## src/verilog/tmc_consts.svh

```systemverilog
// Constants for the timer module common core: access addresses, field codes and divider counts
`ifndef TMC_CONSTS_SVH
`define TMC_CONSTS_SVH

// Byte access addresses
`define TMC_ADDR_CNT_LOW 2'h0
`define TMC_ADDR_CNT_HIGH 2'h1
`define TMC_ADDR_CMPA_LOW 2'h2
`define TMC_ADDR_CMPA_HIGH 2'h3

// Field widths and positions
`define TMC_CNT_WIDTH 10
`define TMC_HIGH_LSB 8
`define TMC_HIGH_MSB 9
`define TMC_P_LSB 7

// Counter values
`define TMC_CNT_ZERO 10'h000
`define TMC_CNT_MAX 10'h3ff
`define TMC_P_LOW_ZERO 7'h00

// Reset values
`define TMC_CMPA_RESET 10'h000
`define TMC_BYTE_RESET 8'h00

// Output function codes
`define TMC_IO_NONE 2'h0
`define TMC_IO_LOW 2'h1
`define TMC_IO_HIGH 2'h2
`define TMC_IO_TOGGLE 2'h3

// Capture edge codes
`define TMC_CAP_RISE 2'h0
`define TMC_CAP_FALL 2'h1

// Divider terminal counts
`define TMC_DIV4_LAST 2'h3
`define TMC_DIV16_LAST 4'hf
`define TMC_DIV64_LAST 6'h3f
`define TMC_DIV64_ZERO 6'h00

`endif

```

## src/verilog/tmc_pkg.sv

```systemverilog
// Types for the timer module common core
package tmc_pkg;

  // Operating modes
  typedef enum logic [1:0] {
    TMC_MODE_COMPARE = 2'b00,
    TMC_MODE_CAPTURE = 2'b01,
    TMC_MODE_PWM = 2'b10,
    TMC_MODE_TIMER = 2'b11
  } tmc_mode_type;

  // Counter clock source codes
  typedef enum logic [2:0] {
    TMC_CLK_SYS_DIV4 = 3'b000,
    TMC_CLK_SYS = 3'b001,
    TMC_CLK_HIGH_DIV16 = 3'b010,
    TMC_CLK_HIGH_DIV64 = 3'b011,
    TMC_CLK_SUB_A = 3'b100,
    TMC_CLK_SUB_B = 3'b101,
    TMC_CLK_EXT_RISE = 3'b110,
    TMC_CLK_EXT_FALL = 3'b111
  } tmc_clk_sel_type;

  // Single pulse sequencer
  typedef enum logic {
    TMC_SP_IDLE = 1'b0,
    TMC_SP_RUN = 1'b1
  } tmc_sp_state_type;

endpackage : tmc_pkg

```

## src/verilog/tmc_tick_gen.sv

```systemverilog
// Counter tick generator: clock source selection, dividers and external pin edges
`timescale 1ns/1ps
`include "tmc_consts.svh"

module tmc_tick_gen (
  input wire logic clock,
  input wire logic resetn,
  input wire logic [2:0] clock_source_select,
  input wire logic internal_high_clock,
  input wire logic sub_clock,
  input wire logic ext_clock_pin,
  output logic tick,
  output logic ext_rise,
  output logic ext_fall
);

  logic [1:0] sys_div_q;
  logic [5:0] high_div_q;
  logic ext_prev_q;
  logic sys_div4_tick;
  logic high_div16_tick;
  logic high_div64_tick;
  tmc_pkg::tmc_clk_sel_type sel;

  // Free dividers; the high clock arrives as a one-cycle enable
  always_ff @(posedge clock or negedge resetn) begin
    if (!resetn) begin
      sys_div_q <= 2'h0;
      high_div_q <= 6'h00;
      ext_prev_q <= 1'b0;
    end else begin
      sys_div_q <= sys_div_q + 2'h1;
      ext_prev_q <= ext_clock_pin;
      if (internal_high_clock) begin
        high_div_q <= high_div_q + 6'h01;
      end
    end
  end

  // Edge and divider decode
  assign sys_div4_tick = (sys_div_q == `TMC_DIV4_LAST);
  assign high_div16_tick = internal_high_clock && (high_div_q[3:0] == `TMC_DIV16_LAST);
  assign high_div64_tick = internal_high_clock && (high_div_q == `TMC_DIV64_LAST);
  assign ext_rise = ext_clock_pin && !ext_prev_q;
  assign ext_fall = !ext_clock_pin && ext_prev_q;
  assign sel = tmc_pkg::tmc_clk_sel_type'(clock_source_select);

  always_comb begin
    case (sel)
      tmc_pkg::TMC_CLK_SYS_DIV4: tick = sys_div4_tick;
      tmc_pkg::TMC_CLK_SYS: tick = 1'b1;
      tmc_pkg::TMC_CLK_HIGH_DIV16: tick = high_div16_tick;
      tmc_pkg::TMC_CLK_HIGH_DIV64: tick = high_div64_tick;
      tmc_pkg::TMC_CLK_SUB_A: tick = sub_clock;
      tmc_pkg::TMC_CLK_SUB_B: tick = sub_clock;
      tmc_pkg::TMC_CLK_EXT_RISE: tick = ext_rise;
      tmc_pkg::TMC_CLK_EXT_FALL: tick = ext_fall;
      default: tick = 1'b0;
    endcase
  end

endmodule : tmc_tick_gen

```

## src/verilog/tmc_core.sv

```systemverilog
// Timer module common core: counter, comparators, output pins, capture and byte access
`timescale 1ns/1ps
`include "tmc_consts.svh"

module tmc_core #(
  parameter bit STANDARD_TYPE = 1'b1
) (
  input wire logic clock,
  input wire logic resetn,
  input wire logic counter_enable_bit,
  input wire logic counter_pause,
  input wire logic [2:0] clock_source_select,
  input wire logic [2:0] compare_p_value,
  input wire logic [1:0] timer_mode,
  input wire logic [1:0] output_function,
  input wire logic output_initial_level,
  input wire logic output_polarity,
  input wire logic clear_on_a_match,
  input wire logic single_pulse_mode,
  input wire logic [1:0] capture_edge_select,
  input wire logic internal_high_clock,
  input wire logic sub_clock,
  input wire logic ext_clock_pin,
  input wire logic capture_input_pin,
  input wire logic byte_write,
  input wire logic byte_read,
  input wire logic [1:0] byte_addr,
  input wire logic [7:0] byte_wdata,
  output logic [7:0] byte_rdata,
  output logic match_a_irq,
  output logic match_p_irq,
  output logic timer_output_pin,
  output logic timer_output_inverted_pin
);

  localparam int CW = `TMC_CNT_WIDTH;

  logic [CW-1:0] count_q;
  logic [CW-1:0] count_d;
  logic [CW-1:0] compare_a_value_q;
  logic [7:0] hold_buf_q;
  logic [7:0] byte_rdata_q;
  logic enable_prev_q;
  logic capture_prev_q;
  logic level_q;
  logic match_a_q;
  logic match_p_q;
  tmc_pkg::tmc_sp_state_type sp_state_q;
  tmc_pkg::tmc_sp_state_type sp_state_d;

  logic tick;
  logic ext_rise;
  logic ext_fall;
  logic enable_rise;
  logic running;
  logic advance;
  logic [CW-1:0] count_inc;
  logic at_a;
  logic at_p;
  logic clear_now;
  logic becomes_a;
  logic becomes_p;
  logic cap_rise;
  logic cap_fall;
  logic capture_event;
  logic sp_trigger;
  logic wr_a_low;
  logic wr_a_high;
  logic rd_cnt_high;
  logic rd_a_high;
  logic rd_low;
  logic is_compare_mode;
  logic is_pwm_mode;
  logic is_capture_mode;
  logic pwm_level;
  logic level_d;

  // Clock source and external pin edges
  // Dividers run free, so the first tick after an enable may come early
  tmc_tick_gen i_tmc_tick_gen (
    .clock(clock),
    .resetn(resetn),
    .clock_source_select(clock_source_select),
    .internal_high_clock(internal_high_clock),
    .sub_clock(sub_clock),
    .ext_clock_pin(ext_clock_pin),
    .tick(tick),
    .ext_rise(ext_rise),
    .ext_fall(ext_fall)
  );

  // Mode decode
  assign is_compare_mode = (timer_mode == tmc_pkg::TMC_MODE_COMPARE);
  assign is_pwm_mode = (timer_mode == tmc_pkg::TMC_MODE_PWM);
  // Capture and single pulse vanish when the standard type is off
  assign is_capture_mode = STANDARD_TYPE && (timer_mode == tmc_pkg::TMC_MODE_CAPTURE);
  assign enable_rise = counter_enable_bit && !enable_prev_q;

  assign sp_trigger = STANDARD_TYPE && single_pulse_mode && counter_enable_bit && ext_rise;

  // Single pulse holds the counter until triggered; other modes run free when enabled and not paused
  assign running = counter_enable_bit && !counter_pause && (!single_pulse_mode || !STANDARD_TYPE ||
    (sp_state_q == tmc_pkg::TMC_SP_RUN));
  assign advance = running && tick;

  assign at_a = (count_q == compare_a_value_q);
  // A zero P field stands for the full count, so P then marks overflow
  assign at_p = (compare_p_value == 3'h0) ? (count_q == `TMC_CNT_MAX) :
    ((count_q[CW-1:`TMC_P_LSB] == compare_p_value) && (count_q[`TMC_P_LSB-1:0] == `TMC_P_LOW_ZERO));

  // match selected for clearing restarts from zero
  // Limitation: clearing on A with A at zero parks the count at zero
  assign clear_now = clear_on_a_match ? at_a : at_p;
  assign count_inc = clear_now ? `TMC_CNT_ZERO : count_q + 10'h001;

  // only the enable rise clears from outside
  always_comb begin
    if (enable_rise) begin
      count_d = `TMC_CNT_ZERO;
    end else if (advance) begin
      count_d = count_inc;
    end else begin
      count_d = count_q;
    end
  end

  // Gating on a change keeps a held or paused count from firing again
  // flag the cycle in which the count reaches the value
  assign becomes_a = (count_d != count_q || enable_rise) && (count_d == compare_a_value_q);
  assign becomes_p = (count_d != count_q || enable_rise) && (compare_p_value == 3'h0 ?
    (count_d == `TMC_CNT_MAX) :
    ((count_d[CW-1:`TMC_P_LSB] == compare_p_value) && (count_d[`TMC_P_LSB-1:0] == `TMC_P_LOW_ZERO)));

  assign cap_rise = capture_input_pin && !capture_prev_q;
  assign cap_fall = !capture_input_pin && capture_prev_q;
  always_comb begin
    case (capture_edge_select)
      `TMC_CAP_RISE: capture_event = cap_rise;
      `TMC_CAP_FALL: capture_event = cap_fall;
      default: capture_event = cap_rise || cap_fall;
    endcase
  end

  assign wr_a_low = byte_write && (byte_addr == `TMC_ADDR_CMPA_LOW);
  assign wr_a_high = byte_write && (byte_addr == `TMC_ADDR_CMPA_HIGH);
  assign rd_cnt_high = byte_read && (byte_addr == `TMC_ADDR_CNT_HIGH);
  assign rd_a_high = byte_read && (byte_addr == `TMC_ADDR_CMPA_HIGH);
  assign rd_low = byte_read && ((byte_addr == `TMC_ADDR_CNT_LOW) || (byte_addr == `TMC_ADDR_CMPA_LOW));

  // Counter, enable history and capture pin history
  always_ff @(posedge clock or negedge resetn) begin
    if (!resetn) begin
      count_q <= `TMC_CNT_ZERO;
      enable_prev_q <= 1'b0;
      capture_prev_q <= 1'b0;
    end else begin
      count_q <= count_d;
      enable_prev_q <= counter_enable_bit;
      capture_prev_q <= capture_input_pin;
    end
  end

  always_ff @(posedge clock or negedge resetn) begin
    if (!resetn) begin
      match_a_q <= 1'b0;
      match_p_q <= 1'b0;
    end else begin
      match_a_q <= counter_enable_bit && (becomes_a || (is_capture_mode && capture_event));
      match_p_q <= counter_enable_bit && becomes_p;
    end
  end
  assign match_a_irq = match_a_q;
  assign match_p_irq = match_p_q;

  // high write copies buffer; software write beats a capture in the same cycle
  always_ff @(posedge clock or negedge resetn) begin
    if (!resetn) begin
      compare_a_value_q <= `TMC_CMPA_RESET;
    end else if (wr_a_high) begin
      compare_a_value_q <= {byte_wdata[1:0], hold_buf_q};
    end else if (is_capture_mode && counter_enable_bit && capture_event) begin
      compare_a_value_q <= count_q;
    end
  end

  // buffer loads only on low write or high read
  always_ff @(posedge clock or negedge resetn) begin
    if (!resetn) begin
      hold_buf_q <= `TMC_BYTE_RESET;
    end else if (wr_a_low) begin
      hold_buf_q <= byte_wdata;
    end else if (rd_cnt_high) begin
      // counter high read latches low byte
      hold_buf_q <= count_q[7:0];
    end else if (rd_a_high) begin
      hold_buf_q <= compare_a_value_q[7:0];
    end
  end

  // Read data is registered; it shows one cycle after the read strobe
  // High bytes carry bits 9 and 8 only; the upper six bits read zero
  always_ff @(posedge clock or negedge resetn) begin
    if (!resetn) begin
      byte_rdata_q <= `TMC_BYTE_RESET;
    end else if (rd_cnt_high) begin
      byte_rdata_q <= {6'h00, count_q[`TMC_HIGH_MSB:`TMC_HIGH_LSB]};
    end else if (rd_a_high) begin
      byte_rdata_q <= {6'h00, compare_a_value_q[`TMC_HIGH_MSB:`TMC_HIGH_LSB]};
    end else if (rd_low) begin
      byte_rdata_q <= hold_buf_q;
    end
  end
  assign byte_rdata = byte_rdata_q;

  // Single pulse sequencer: trigger starts, compare A match ends
  always_comb begin
    case (sp_state_q)
      tmc_pkg::TMC_SP_IDLE: sp_state_d = sp_trigger ? tmc_pkg::TMC_SP_RUN : tmc_pkg::TMC_SP_IDLE;
      tmc_pkg::TMC_SP_RUN: sp_state_d = (becomes_a || !counter_enable_bit) ? tmc_pkg::TMC_SP_IDLE :
        tmc_pkg::TMC_SP_RUN;
      default: sp_state_d = tmc_pkg::TMC_SP_IDLE;
    endcase
  end

  // Sequencer state register
  always_ff @(posedge clock or negedge resetn) begin
    if (!resetn) begin
      sp_state_q <= tmc_pkg::TMC_SP_IDLE;
    end else begin
      sp_state_q <= sp_state_d;
    end
  end

  // edge-aligned PWM: active from zero until compare A
  // Codes 00 and 11 hold inactive, 01 holds active, only 10 runs the wave
  always_comb begin
    case (output_function)
      `TMC_IO_NONE: pwm_level = 1'b0;
      `TMC_IO_LOW: pwm_level = 1'b1;
      `TMC_IO_HIGH: pwm_level = (count_d < compare_a_value_q);
      default: pwm_level = 1'b0;
    endcase
  end

  // compare output action on an A match
  always_comb begin
    level_d = level_q;
    if (enable_rise) begin
      level_d = output_initial_level;
    end else if (STANDARD_TYPE && single_pulse_mode) begin
      level_d = (sp_state_d == tmc_pkg::TMC_SP_RUN);
    end else if (is_pwm_mode && counter_enable_bit) begin
      level_d = pwm_level;
    end else if (is_compare_mode && counter_enable_bit && becomes_a) begin
      case (output_function)
        `TMC_IO_LOW: level_d = 1'b0;
        `TMC_IO_HIGH: level_d = 1'b1;
        `TMC_IO_TOGGLE: level_d = !level_q;
        default: level_d = level_q;
      endcase
    end
  end

  // Level held in a flop so the pins never glitch on compare decode
  always_ff @(posedge clock or negedge resetn) begin
    if (!resetn) begin
      level_q <= 1'b0;
    end else begin
      level_q <= level_d;
    end
  end

  assign timer_output_pin = level_q ^ output_polarity;
  assign timer_output_inverted_pin = !timer_output_pin;

endmodule : tmc_core

```

## config.mk

```make
export PLATFORM = sky130hd
export DESIGN_NAME = tmc_core
export DESIGN_NICKNAME = d
export VERILOG_FILES = /design/src/verilog/tmc_pkg.sv /design/src/verilog/tmc_tick_gen.sv /design/src/verilog/tmc_core.sv
export VERILOG_INCLUDE_DIRS = /design/src /design/src/verilog
export SDC_FILE = /design/constraint.sdc
export NUM_CORES = 1
export LEC_CHECK = 0
export BUFFER_PORTS_ARGS = -buffer_cell sky130_fd_sc_hd__buf_4
export CAP_MARGIN = 0
export CORE_MARGIN = 8
export CORE_UTILIZATION = 40
export DETAILED_ROUTE_END_ITERATION = 10
export PLACE_DENSITY = 0.61
export SKIP_LAST_GASP = 1
export SYNTH_ARGS = -nofsm -noshare
export SYNTH_HDL_FRONTEND = slang
export SYNTH_SLANG_ARGS = --single-unit
```

## constraint.sdc

```tcl
create_clock -name clock -period 8.5 [get_ports clock]
set_clock_uncertainty 0.1 [all_clocks]
set_input_delay 2.55 -clock clock [delete_from_list [all_inputs] [get_ports clock]]
set_output_delay 2.55 -clock clock [all_outputs]
set_load 0.03 [all_outputs]
```

# Word-level counts from Yosys, hierarchy flattened
# Cells that the tools add are included.
dict set report classes {
  n_reduce_logical 59
  mux 25
  n_eq_ne 26
  bitwise 2
  n_lt_le_gt_ge 1
  n_addsub 3
}
# op n
set op_table {}
lappend op_table {{$mux 10} 5}
lappend op_table {{$mux 8} 6}
lappend op_table {{$logic_and 1x1->1} 29}
lappend op_table {{$eq 10x10->1} 2}
lappend op_table {{$eq 10x10->1 const B} 2}
lappend op_table {{$logic_not 7->1} 2}
lappend op_table {{$eq 2x2->1 const B} 6}
lappend op_table {{$eq 3x3->1 const B} 4}
lappend op_table {{$add 10x1->10 const B} 1}
lappend op_table {{$logic_not 1->1} 10}
lappend op_table {{$lt 10x10->1} 1}
lappend op_table {{$ne 10x10->1} 1}
lappend op_table {{$mux 1} 9}
lappend op_table {{$eq 2x1->1 const B} 4}
lappend op_table {{$pmux 1 s7} 1}
lappend op_table {{$add 6x1->6 const B} 1}
lappend op_table {{$eq 3x2->1 const B} 2}
lappend op_table {{$eq 3x3->1} 2}
lappend op_table {{$eq 6x6->1 const B} 1}
lappend op_table {{$logic_not 2->1} 3}
lappend op_table {{$logic_not 3->1} 2}
lappend op_table {{$logic_or 1x1->1} 6}
lappend op_table {{$pmux 1 s2} 3}
lappend op_table {{$reduce_bool 3->1} 2}
lappend op_table {{11 further kinds} 11}
dict set report word_totals {
  inputBits 36
  wordCells 129
  output_inout_bits 12
  regBits 51
}

# Longest topological paths before layout
# Gate-level depths: netlist of the first run.
dict set report logic_depth {
  depth_word 15
  mapped_depth 18
  ltp_nobuf 16
}

# Modules after synthesis
# A second synthesis of the first run with hierarchy kept.
dict set report unflattened {
  hier_cells 376
  area_unflattened_um2 3388.2
}
# module n_inst seq_area_each_um2 area_each_um2 cells_per_inst
set by_module_without_submodules {}
lappend by_module_without_submodules {tmc_core 1 1051.0 2991.6 346}
lappend by_module_without_submodules {tmc_tick_gen 1 225.2 396.6 30}

# Worst setup path after synthesis of the first run
# Ideal clock, no wire load.
dict set report synth_path {
  kind {input-to-output}
  from {in output_polarity}
  to {out timer_output_inverted_pin}
  path_slack_ns 2.463
  cell_stages 2
  arrival_time_ns 3.387
  required_ns 5.850
  path_buffers 0
  cell_sequence {xor2_1 -> inv_1}
}
dict set report synth_between {
  elab_chain_len 2
}
# item line
set synth_rtl {}
lappend synth_rtl {{from (decl)} tmc_core.sv:17} ;# input wire logic output_polarity,
lappend synth_rtl {{$xor 1x1->1} tmc_core.sv:273} ;# assign timer_output_pin = level_q ^ output_polarity;
lappend synth_rtl {{$logic_not 1->1} tmc_core.sv:274} ;# assign timer_output_inverted_pin = !timer_output_pin;
lappend synth_rtl {{to (decl)} tmc_core.sv:33} ;# output logic timer_output_inverted_pin
# No other way between the ends.

# Worst setup path after layout of the first run
# Ends and elaborated chain as after synthesis.

==> results of run 1 <==
==> stage by stage <==
step / area [sq um] / worst slack (ns)
after floorplan: 3413 / 2.463
after global placement: 3784 / 2.804
after detailed placement: 3784 / 2.739
after CTS: 3886 / 2.778
after global routing: 3886 / 2.757
final: 3886 / 2.777
==> placed cells by master (no fill, tap or decap), types with 4 or more instances in the layout <==
cell,netlist,final
dfrtp_1,51,51
buf_4,3,47
nor2_1,35,35
nand2_1,28,28
inv_1,27,27
o21ai_0,23,23
mux2i_1,19,19
ha_1,19,19
xnor2_1,17,17
a21oi_1,17,17
xor2_1,14,14
nand4_1,9,9
nand3b_1,8,8
nand3_1,7,7
a221o_1,7,7
nor2b_1,5,5
clkbuf_8,0,5
nand2b_1,4,4
nor3_1,4,4
==> routing by layer <==
layer,track usage [%],up-vias,wire length (um)
li1,-,1363,-
met1,19.54,1346,3798
met2,22.54,50,3794
met3,2.558,8,370
met4,3.617,0,96
met5,0,-,0
==> how the worst max path moves through the flow <==
stage | start | endpoint | slack, ns | depth (start not counted)
2_1_floorplan | output_polarity | timer_output_inverted_pin | 2.46 | 2
3_3_place_gp | output_polarity | timer_output_inverted_pin | 2.80 | 4
3_5_place_dp | compare_p_value[0] | level_q$_DFFE_PN0P_ | 2.74 | 16
4_1_cts | output_polarity | timer_output_inverted_pin | 2.78 | 4
5_1_grt | output_polarity | timer_output_inverted_pin | 2.76 | 4
6_report | output_polarity | timer_output_inverted_pin | 2.78 | 4
==> final cells by class <==
cell class	count	area [sq um]	share of cell area [%]
inverters	27	101.3	2.608
flip-flops and latches	51	1276	32.84
well taps	105	131.4	3.381
repair buffers	47	352.8	9.079
multi-input cells	272	1922	49.45
clock inverters	1	30.03	0.7727
clock buffers	6	72.57	1.867
==> state kept, by name (all words and copies together), names as in the netlist <==
| register | flops |
|---|---|
| compare_a_value_q | 10 |
| count_q | 10 |
| byte_rdata | 8 |
| hold_buf_q | 8 |
| i_tmc_tick_gen.high_div_q | 6 |
| i_tmc_tick_gen.sys_div_q | 2 |
| capture_prev_q | 1 |
| enable_prev_q | 1 |
| i_tmc_tick_gen.ext_prev_q | 1 |
| level_q | 1 |
| match_a_irq | 1 |
| match_p_irq | 1 |
| sp_state_q | 1 |
==> logic make-up (layout without fill, tap and decap cells) <==
| group | Yosys count | in the layout | share of synthesized area (%) |
|---|---|---|---|
| simple gates | 128 | 128 | 20.86 |
| compound gates | 72 | 72 | 13.97 |
| flops | 51 | 51 | 37.39 |
| buf+inv | 45 | 81 | 6.305 |
| xor+xnor | 31 | 31 | 7.955 |
| mux | 22 | 22 | 6.561 |
| fa+ha+maj | 19 | 19 | 6.965 |
==> power by group through the flow <==
| stage | Clock [uW] | Combinational, uW | Sequential (uW) |
|---|---|---|---|
| 6_report | 165 | 192 | 322 |
| 5_1_grt | 179 | 214 | 328 |
| 4_1_cts | 171 | 194 | 322 |
| 3_5_place_dp | 0 | 193 | 327 |
| 3_3_place_gp | 0 | 190 | 325 |
| 2_1_floorplan | 0 | 132 | 323 |
==> critical path, cell delays in order <==
cell    delay [ns]
buf_4         0.11
xor2_1        0.19
inv_1         0.06
buf_4         0.16
==> results summary, run 1 <==
The flow ran to the end, and the final reports show no timing, DRC or antenna violations. Synthesis produced a netlist whose cell count is 368. The total clock sinks came out at 51.

The worst path arrival time came out at 3.07 ns. The count of warnings emitted by yosys came out at 0. The critical path in this run is classified as in2out.

The data required time of the worst path came out at 5.85 ns. The clock tree synthesis step divided the H-tree into 2 levels. The number of antenna diodes in the final layout is 0. The mean cell area of the mapped netlist is 9.275 sq um.

The number of design rule violations left after detail routing came out at 0. The initial core utilization is 41.33%. The number of cells on the worst hold path came out at 1.

The number of CTS-inserted buffers is 5. The largest buffer count on any clock path came out at 2. The internal power component is 458.1 uW. The average via count per standard cell is 5.436. Dividing the detail-routed wire length by the instance count gives 15.83 um. The largest voltage drop on the vdd net is 0.07768 mV. The overall power consumption is 678.7 uW. The cell total after placement is 502. The die is 108.4 um wide. The transition time at the pin with the least slew margin is 0.8423 ns. The synthesis-stage register bit count is 51. The insertion delay of the later-clocked pin in the worst-skew pair is 0.30 ns.

TritonCTS built the clock tree. The number of placement rows came out at 33. dfrtp_1 is the most common cell in the netlist. For this design the static power due to leakage is 0.001783 uW. The distinct cell type count after synthesis is 59.

The iteration count of the initial detailed-routing pass came out at 4. Cells with a size suffix above 1 make up 17.82% of the layout. The worst hold path begins at i_tmc_tick_gen.sys_div_q[0]$_DFF_PN0_. The count of maximum capacitance violations came out at 0. The via count of the first global-routing pass is 2759. In this run the count of I/O pins placed on the die edge is 48.

The synthesis-to-finish area growth came out at 13.86%. The origin of the critical flop-to-flop path is count_q[0]$_DFF_PN0_. The count of cells in the finished layout, fillers not included, comes to 509. The quantity of I/O buffers inserted on ports is 47. The number of nets in the synthesized netlist is 423. The min-delay analysis places its worst path in the category reg2reg. The synthesized design spends more area on one cell type than any other, namely dfrtp_1. The clock network accounts for 24.4% of the total power.

The count of cells resized by post-cts repair came out at 0. The die covers 11750 sq um. The minimum hold slack came out at 0.3323 ns. The global router's overall resource usage came out at 14.24%. The count of final hold-check violations came out at 0.

The power density over the cells is 174.7 nW/um^2. The sequential-to-total area share from yosys stat is 37.39%. The aggregate global routing overflow is 0. Combinational logic burns 28.3% of the power. The cell depth of the worst flop-to-flop path came out at 16. The die is 108.4 um tall. The maximum net fanout on the critical path is 2.

The sum of negative setup slack is 0 ns. For this block, the routed nets add up to 8059 um of wire. The headroom to the max-slew limit is 43.55%. For hold timing, the worst endpoint is i_tmc_tick_gen.sys_div_q[0]$_DFF_PN0_.

The clock transition time at the flip-flop clock pins of the worst setup and hold paths is 0.09 ns. The part of the cycle the worst path needs is 67.33%. The cts-stage hold buffer count came out at 0. The initial detailed-routing violation count came out at 131. In this run the critical register-to-register path is captured at level_q$_DFFE_PN0P_. The share of power burned in registers came out at 47.4%.

The worst setup path is captured at an output pin. The final count of pins violating max slew is 0. The number of enable flip-flop cells after synthesis is 0. After clock tree synthesis, the setup repair step added 0 buffers. In this run the clock root is driven by a clkbuf_8.

The area of the core region is 8258 sq um. Among all flip-flop cells after synthesis, the most frequent one is dfrtp_1. The post-route minimum period is 5.723 ns. For this design the total switching power over the nets is 220.6 uW. After the last flow step, the layout net total stands at 459. The largest net degree at the start of global routing came out at 52.

The final weighted congestion in routability-driven placement came out at 0.9082. By count the netlist is led by dfrtp_1 (51), nor2_1 (35), nand2_1 (28). The post-detailed-placement half-perimeter wirelength is 6229 um.

In this run switching power makes up 32.51% of total power. After synthesis, the largest area contributor takes up 37.39% of total cell area. For this run, the share of the core covered by cells in the final layout is 47.06%. Yosys attributes the largest share of cell area to dfrtp_1 (37%), ha_1 (7.0%), mux2i_1 (5.6%), xnor2_1 (4.4%), nor2_1 (3.8%).

The final number of setup-violating endpoints is 0. The number of filler cells placed in the layout is 803. The worst setup path is launched from a primary input. The flop-to-flop setup slack is 4.21 ns. The share of async-settable or async-resettable flops after synthesis came out at 100.0%. The initial antenna violation count is 0.

The number of vias in the routed layout came out at 2767. Setup repair after global routing left no endpoint under its margin. Once detail routing completed, the nets flagged for antenna violations numbered 0. The first global-routing pass estimated 13600 um of wire. The netlist area before placement came out at 3413 sq um. The maximum clock rate came out at 174.7 MHz.
Power figures use the tool's default switching activity.
==> inputs of run 2 (changes only) <==
--- a/config.mk
+++ b/config.mk
@@ -11,7 +11,7 @@
 export CORE_MARGIN = 8
 export CORE_UTILIZATION = 40
 export DETAILED_ROUTE_END_ITERATION = 10
-export PLACE_DENSITY = 0.61
+export PLACE_DENSITY = 0.63
 export SKIP_LAST_GASP = 1
 export SYNTH_ARGS = -nofsm -noshare
 export SYNTH_HDL_FRONTEND = slang
==> constraint.sdc (replaced) <==
create_clock -name clock -period 5.2 [get_ports clock]
set_clock_uncertainty 0.1 [all_clocks]
set_input_delay 1.56 -clock clock [delete_from_list [all_inputs] [get_ports clock]]
set_output_delay 1.56 -clock clock [all_outputs]
set_load 0.03 [all_outputs]
==> run 2 against run 1 <==
Via count rose by 0.47%. Die area did not move. Global-route usage fell by 0.57 points. Combinational power rose by 64%. Critical path type is now in2reg. Largest cell class unchanged.
==> results summary, run 2 (synthesized netlist as in run 1, its figures left out) <==
The vertical extent of the die was 108.4 um (unchanged). The class of the most critical setup path is in2reg (was in2out). The number of vias in the routed layout came to 2780 (was 2767). Unrepaired setup endpoints after global routing: no (unchanged). The instance area after placement was 3784 sq um (unchanged). The most common library cell in the layout ignoring fill and taps is dfrtp_1 (unchanged). The net switching power of the design came to 367.1 uW (was 220.6 uW). The cell depth of the worst flop-to-flop path came out at 16 (unchanged). The maximum net fanout on the critical path came to 11 (was 2). The internal power component is 728.5 uW (was 458.1 uW). The power density over the cells came out at 281.8 nW/um^2 (was 174.7 nW/um^2). The initial core utilization came out at 41.33% (unchanged). The count of maximum capacitance violations came out at 0 (unchanged). The global router's overall resource usage is 13.67% (was 14.24%). The initial detailed-routing violation count is 182 (was 131).

The final weighted congestion in routability-driven placement came to 0.8785 (was 0.9082). The top-level port count came out at 48 (unchanged). The first-pass GRT wire length is 13220 um (was 13600 um). The number of cells on the worst hold path is 1 (unchanged). The worst path arrival time was 4.69 ns (was 3.07 ns).

The horizontal die dimension came out at 108.4 um (unchanged). The final standard cell area without fillers is 3887 sq um (was 3886 sq um). The number of filler cells placed in the layout came out at 815 (was 803). Status: complete, no violations (unchanged). The clock transition time at the flip-flop clock pins of the worst setup and hold paths came out at 0.10 ns (was 0.09 ns). The cts-stage hold buffer count came out at 0 (unchanged). The sum of negative setup slack is 0 ns (unchanged). The overall power consumption came to 1096 uW (was 678.7 uW). The average via count per standard cell is 5.451 (was 5.436).

The destination of the worst hold path is i_tmc_tick_gen.sys_div_q[0]$_DFF_PN0_ (unchanged). The number of CTS-inserted buffers came out at 5 (unchanged). The minimum hold slack came out at 0.3320 ns (was 0.3323 ns). The aggregate global routing overflow was 0 (unchanged).

The share of power burned in registers came out at 47.9% (was 47.4%). The origin of the critical flop-to-flop path is count_q[0]$_DFF_PN0_ (unchanged). The number of design rule violations left after detail routing is 0 (unchanged). The synthesis-to-finish area growth was 13.89% (was 13.86%). The antenna diode count came out at 0 (unchanged).

The root buffer cell is clkbuf_8 (unchanged). The combinational fraction of design power came to 28.6% (was 28.3%). The total die area is 11750 sq um (unchanged).

The startpoint class of the critical path is a primary input (unchanged). The largest buffer count on any clock path came out at 2 (unchanged). The remaining number of nets flagged by the antenna check after routing is 0 (unchanged). The startpoint of the most critical hold path is i_tmc_tick_gen.sys_div_q[0]$_DFF_PN0_ (unchanged). The transition time at the pin with the least slew margin is 0.8445 ns (was 0.8423 ns).

The endpoint of the worst register-to-register path is level_q$_DFFE_PN0P_ (unchanged). The mean routed wirelength per cell came out at 15.60 um (was 15.83 um). The largest voltage drop on the vdd net came to 0.1486 mV (was 0.07768 mV). The quantity of I/O buffers inserted on ports came out at 47 (unchanged). The maximum clock rate is 219.6 MHz. The initial antenna violation count came out at 0 (unchanged). Dividing the final minimum period by the clock period gives 87.59%.

The buffer count from post-CTS setup fixing came out at 0 (unchanged). The path category of the worst min-delay check was reg2reg (unchanged). The headroom to the max-slew limit is 43.40% (was 43.55%).

The net count of the finished layout was 459 (unchanged). The largest net degree at the start of global routing is 52 (unchanged). The fraction of final layout cells sized beyond drive strength 1 was 18.27% (was 17.82%). The post-route minimum period is 4.555 ns. The data required time of the worst path came out at 5.33 ns (was 5.85 ns). The insertion delay of the later-clocked pin in the worst-skew pair was 0.30 ns (about the same). Top library cells by usage in the layout, fill and taps aside: dfrtp_1 (51), buf_4 (47), nor2_1 (35) (unchanged). The count of final hold-check violations is 0 (unchanged). The flop-to-flop setup slack is 0.87 ns (was 4.21 ns). The area of the core region came to 8258 sq um (unchanged).

The count of cells resized by post-cts repair came out at 0 (unchanged). The clock network power share was 23.5% (was 24.4%). The final number of setup-violating endpoints is 0 (unchanged).

The final count of pins violating max slew is 0 (unchanged). The final wirelength is 7957 um (was 8059 um). The number of placement rows was 33 (unchanged). The maximum level of the CTS H-tree came out at 2 (unchanged). The static leakage power is 0.001782 uW (was 0.001783 uW). The post-layout utilization of the core was 47.08% (was 47.06%). The via count of the first global-routing pass is 2744 (was 2759). Registers with the most flip-flops: compare_a_value_q (10), count_q (10) (unchanged). The kind of end point of the critical path is a flip-flop (was output pin).

The total clock sinks is 51 (unchanged). The CTS tree is yes (unchanged). The switching share of power came out at 33.50% (was 32.51%).

The iteration count of the initial detailed-routing pass came to 4 (unchanged). The post-detailed-placement half-perimeter wirelength came to 6118 um (was 6229 um).
==> run 2: changes by cell type in the layout (fill, tap and decap cells not counted) <==
cell,delta
clkbuf_8,+2
clkinvlp_4,+1
clkbuf_1,-1
bufinv_16,-1
==> run 2: through the flow <==
step / std cells / worst slack, ns
6_report: 510 / 0.6453
2_1_floorplan: 368 / 0.9646
3_5_place_dp: 502 / 0.3748
3_3_place_gp: 502 / 0.4834
4_1_cts: 510 / 0.6869
5_1_grt: 510 / 0.4996
==> run 2: final cells by class <==
type / instances / area [sq um] / share of cell area (%)
Multi-Input combinational cell: 272 / 1922 / 49.44
Inverter: 27 / 101.3 / 2.607
Timing Repair Buffer: 47 / 352.8 / 9.076
Sequential cell: 51 / 1276 / 32.83
Tap cell: 105 / 131.4 / 3.379
Clock inverter: 1 / 7.507 / 0.1931
Clock buffer: 7 / 96.34 / 2.478
==> run 2: worst max-delay path, stage by stage <==
cell and delay [ns]:
buf_4 0.12, nor2_1 0.14, nand3b_1 0.14, or4b_4 0.51, o311a_2 0.17, o22ai_2 0.41
nor2_1 0.15, ha_1 0.33, nor2b_1 0.13, o21a_1 0.16, o21a_1 0.16, o21ai_0 0.15
a211oi_1 0.10, o221ai_1 0.21, a21oi_1 0.10, o21ai_1 0.13
==> run 2: power by group through the flow <==
stage	clock network (uW)	logic (uW)	registers, uW
final	257	314	525
after global routing	280	351	535
after CTS	266	317	525
after detailed placement	0	315	533
after global placement	0	310	531
after floorplan	0	215	529
==> run 2: worst max path at each step <==
stage | from | end | slack (ns) | cells after the start
floorplan | compare_p_value[0] | level_q$_DFFE_PN0P_ | 0.96 | 16
global placement | compare_p_value[0] | level_q$_DFFE_PN0P_ | 0.48 | 16
detailed placement | compare_p_value[0] | level_q$_DFFE_PN0P_ | 0.37 | 16
CTS | compare_p_value[0] | level_q$_DFFE_PN0P_ | 0.69 | 16
global route | compare_p_value[0] | level_q$_DFFE_PN0P_ | 0.50 | 16
finish | compare_p_value[0] | level_q$_DFFE_PN0P_ | 0.65 | 16
==> run 2: routing by layer <==
metal	routed length [um]	part of all wire [%]	global-route usage, %
met4	31	0.39	2.933
met2	3784	48	22.36
met3	445	5.6	2.558
met1	3696	46	18.30
met5	0	0	0
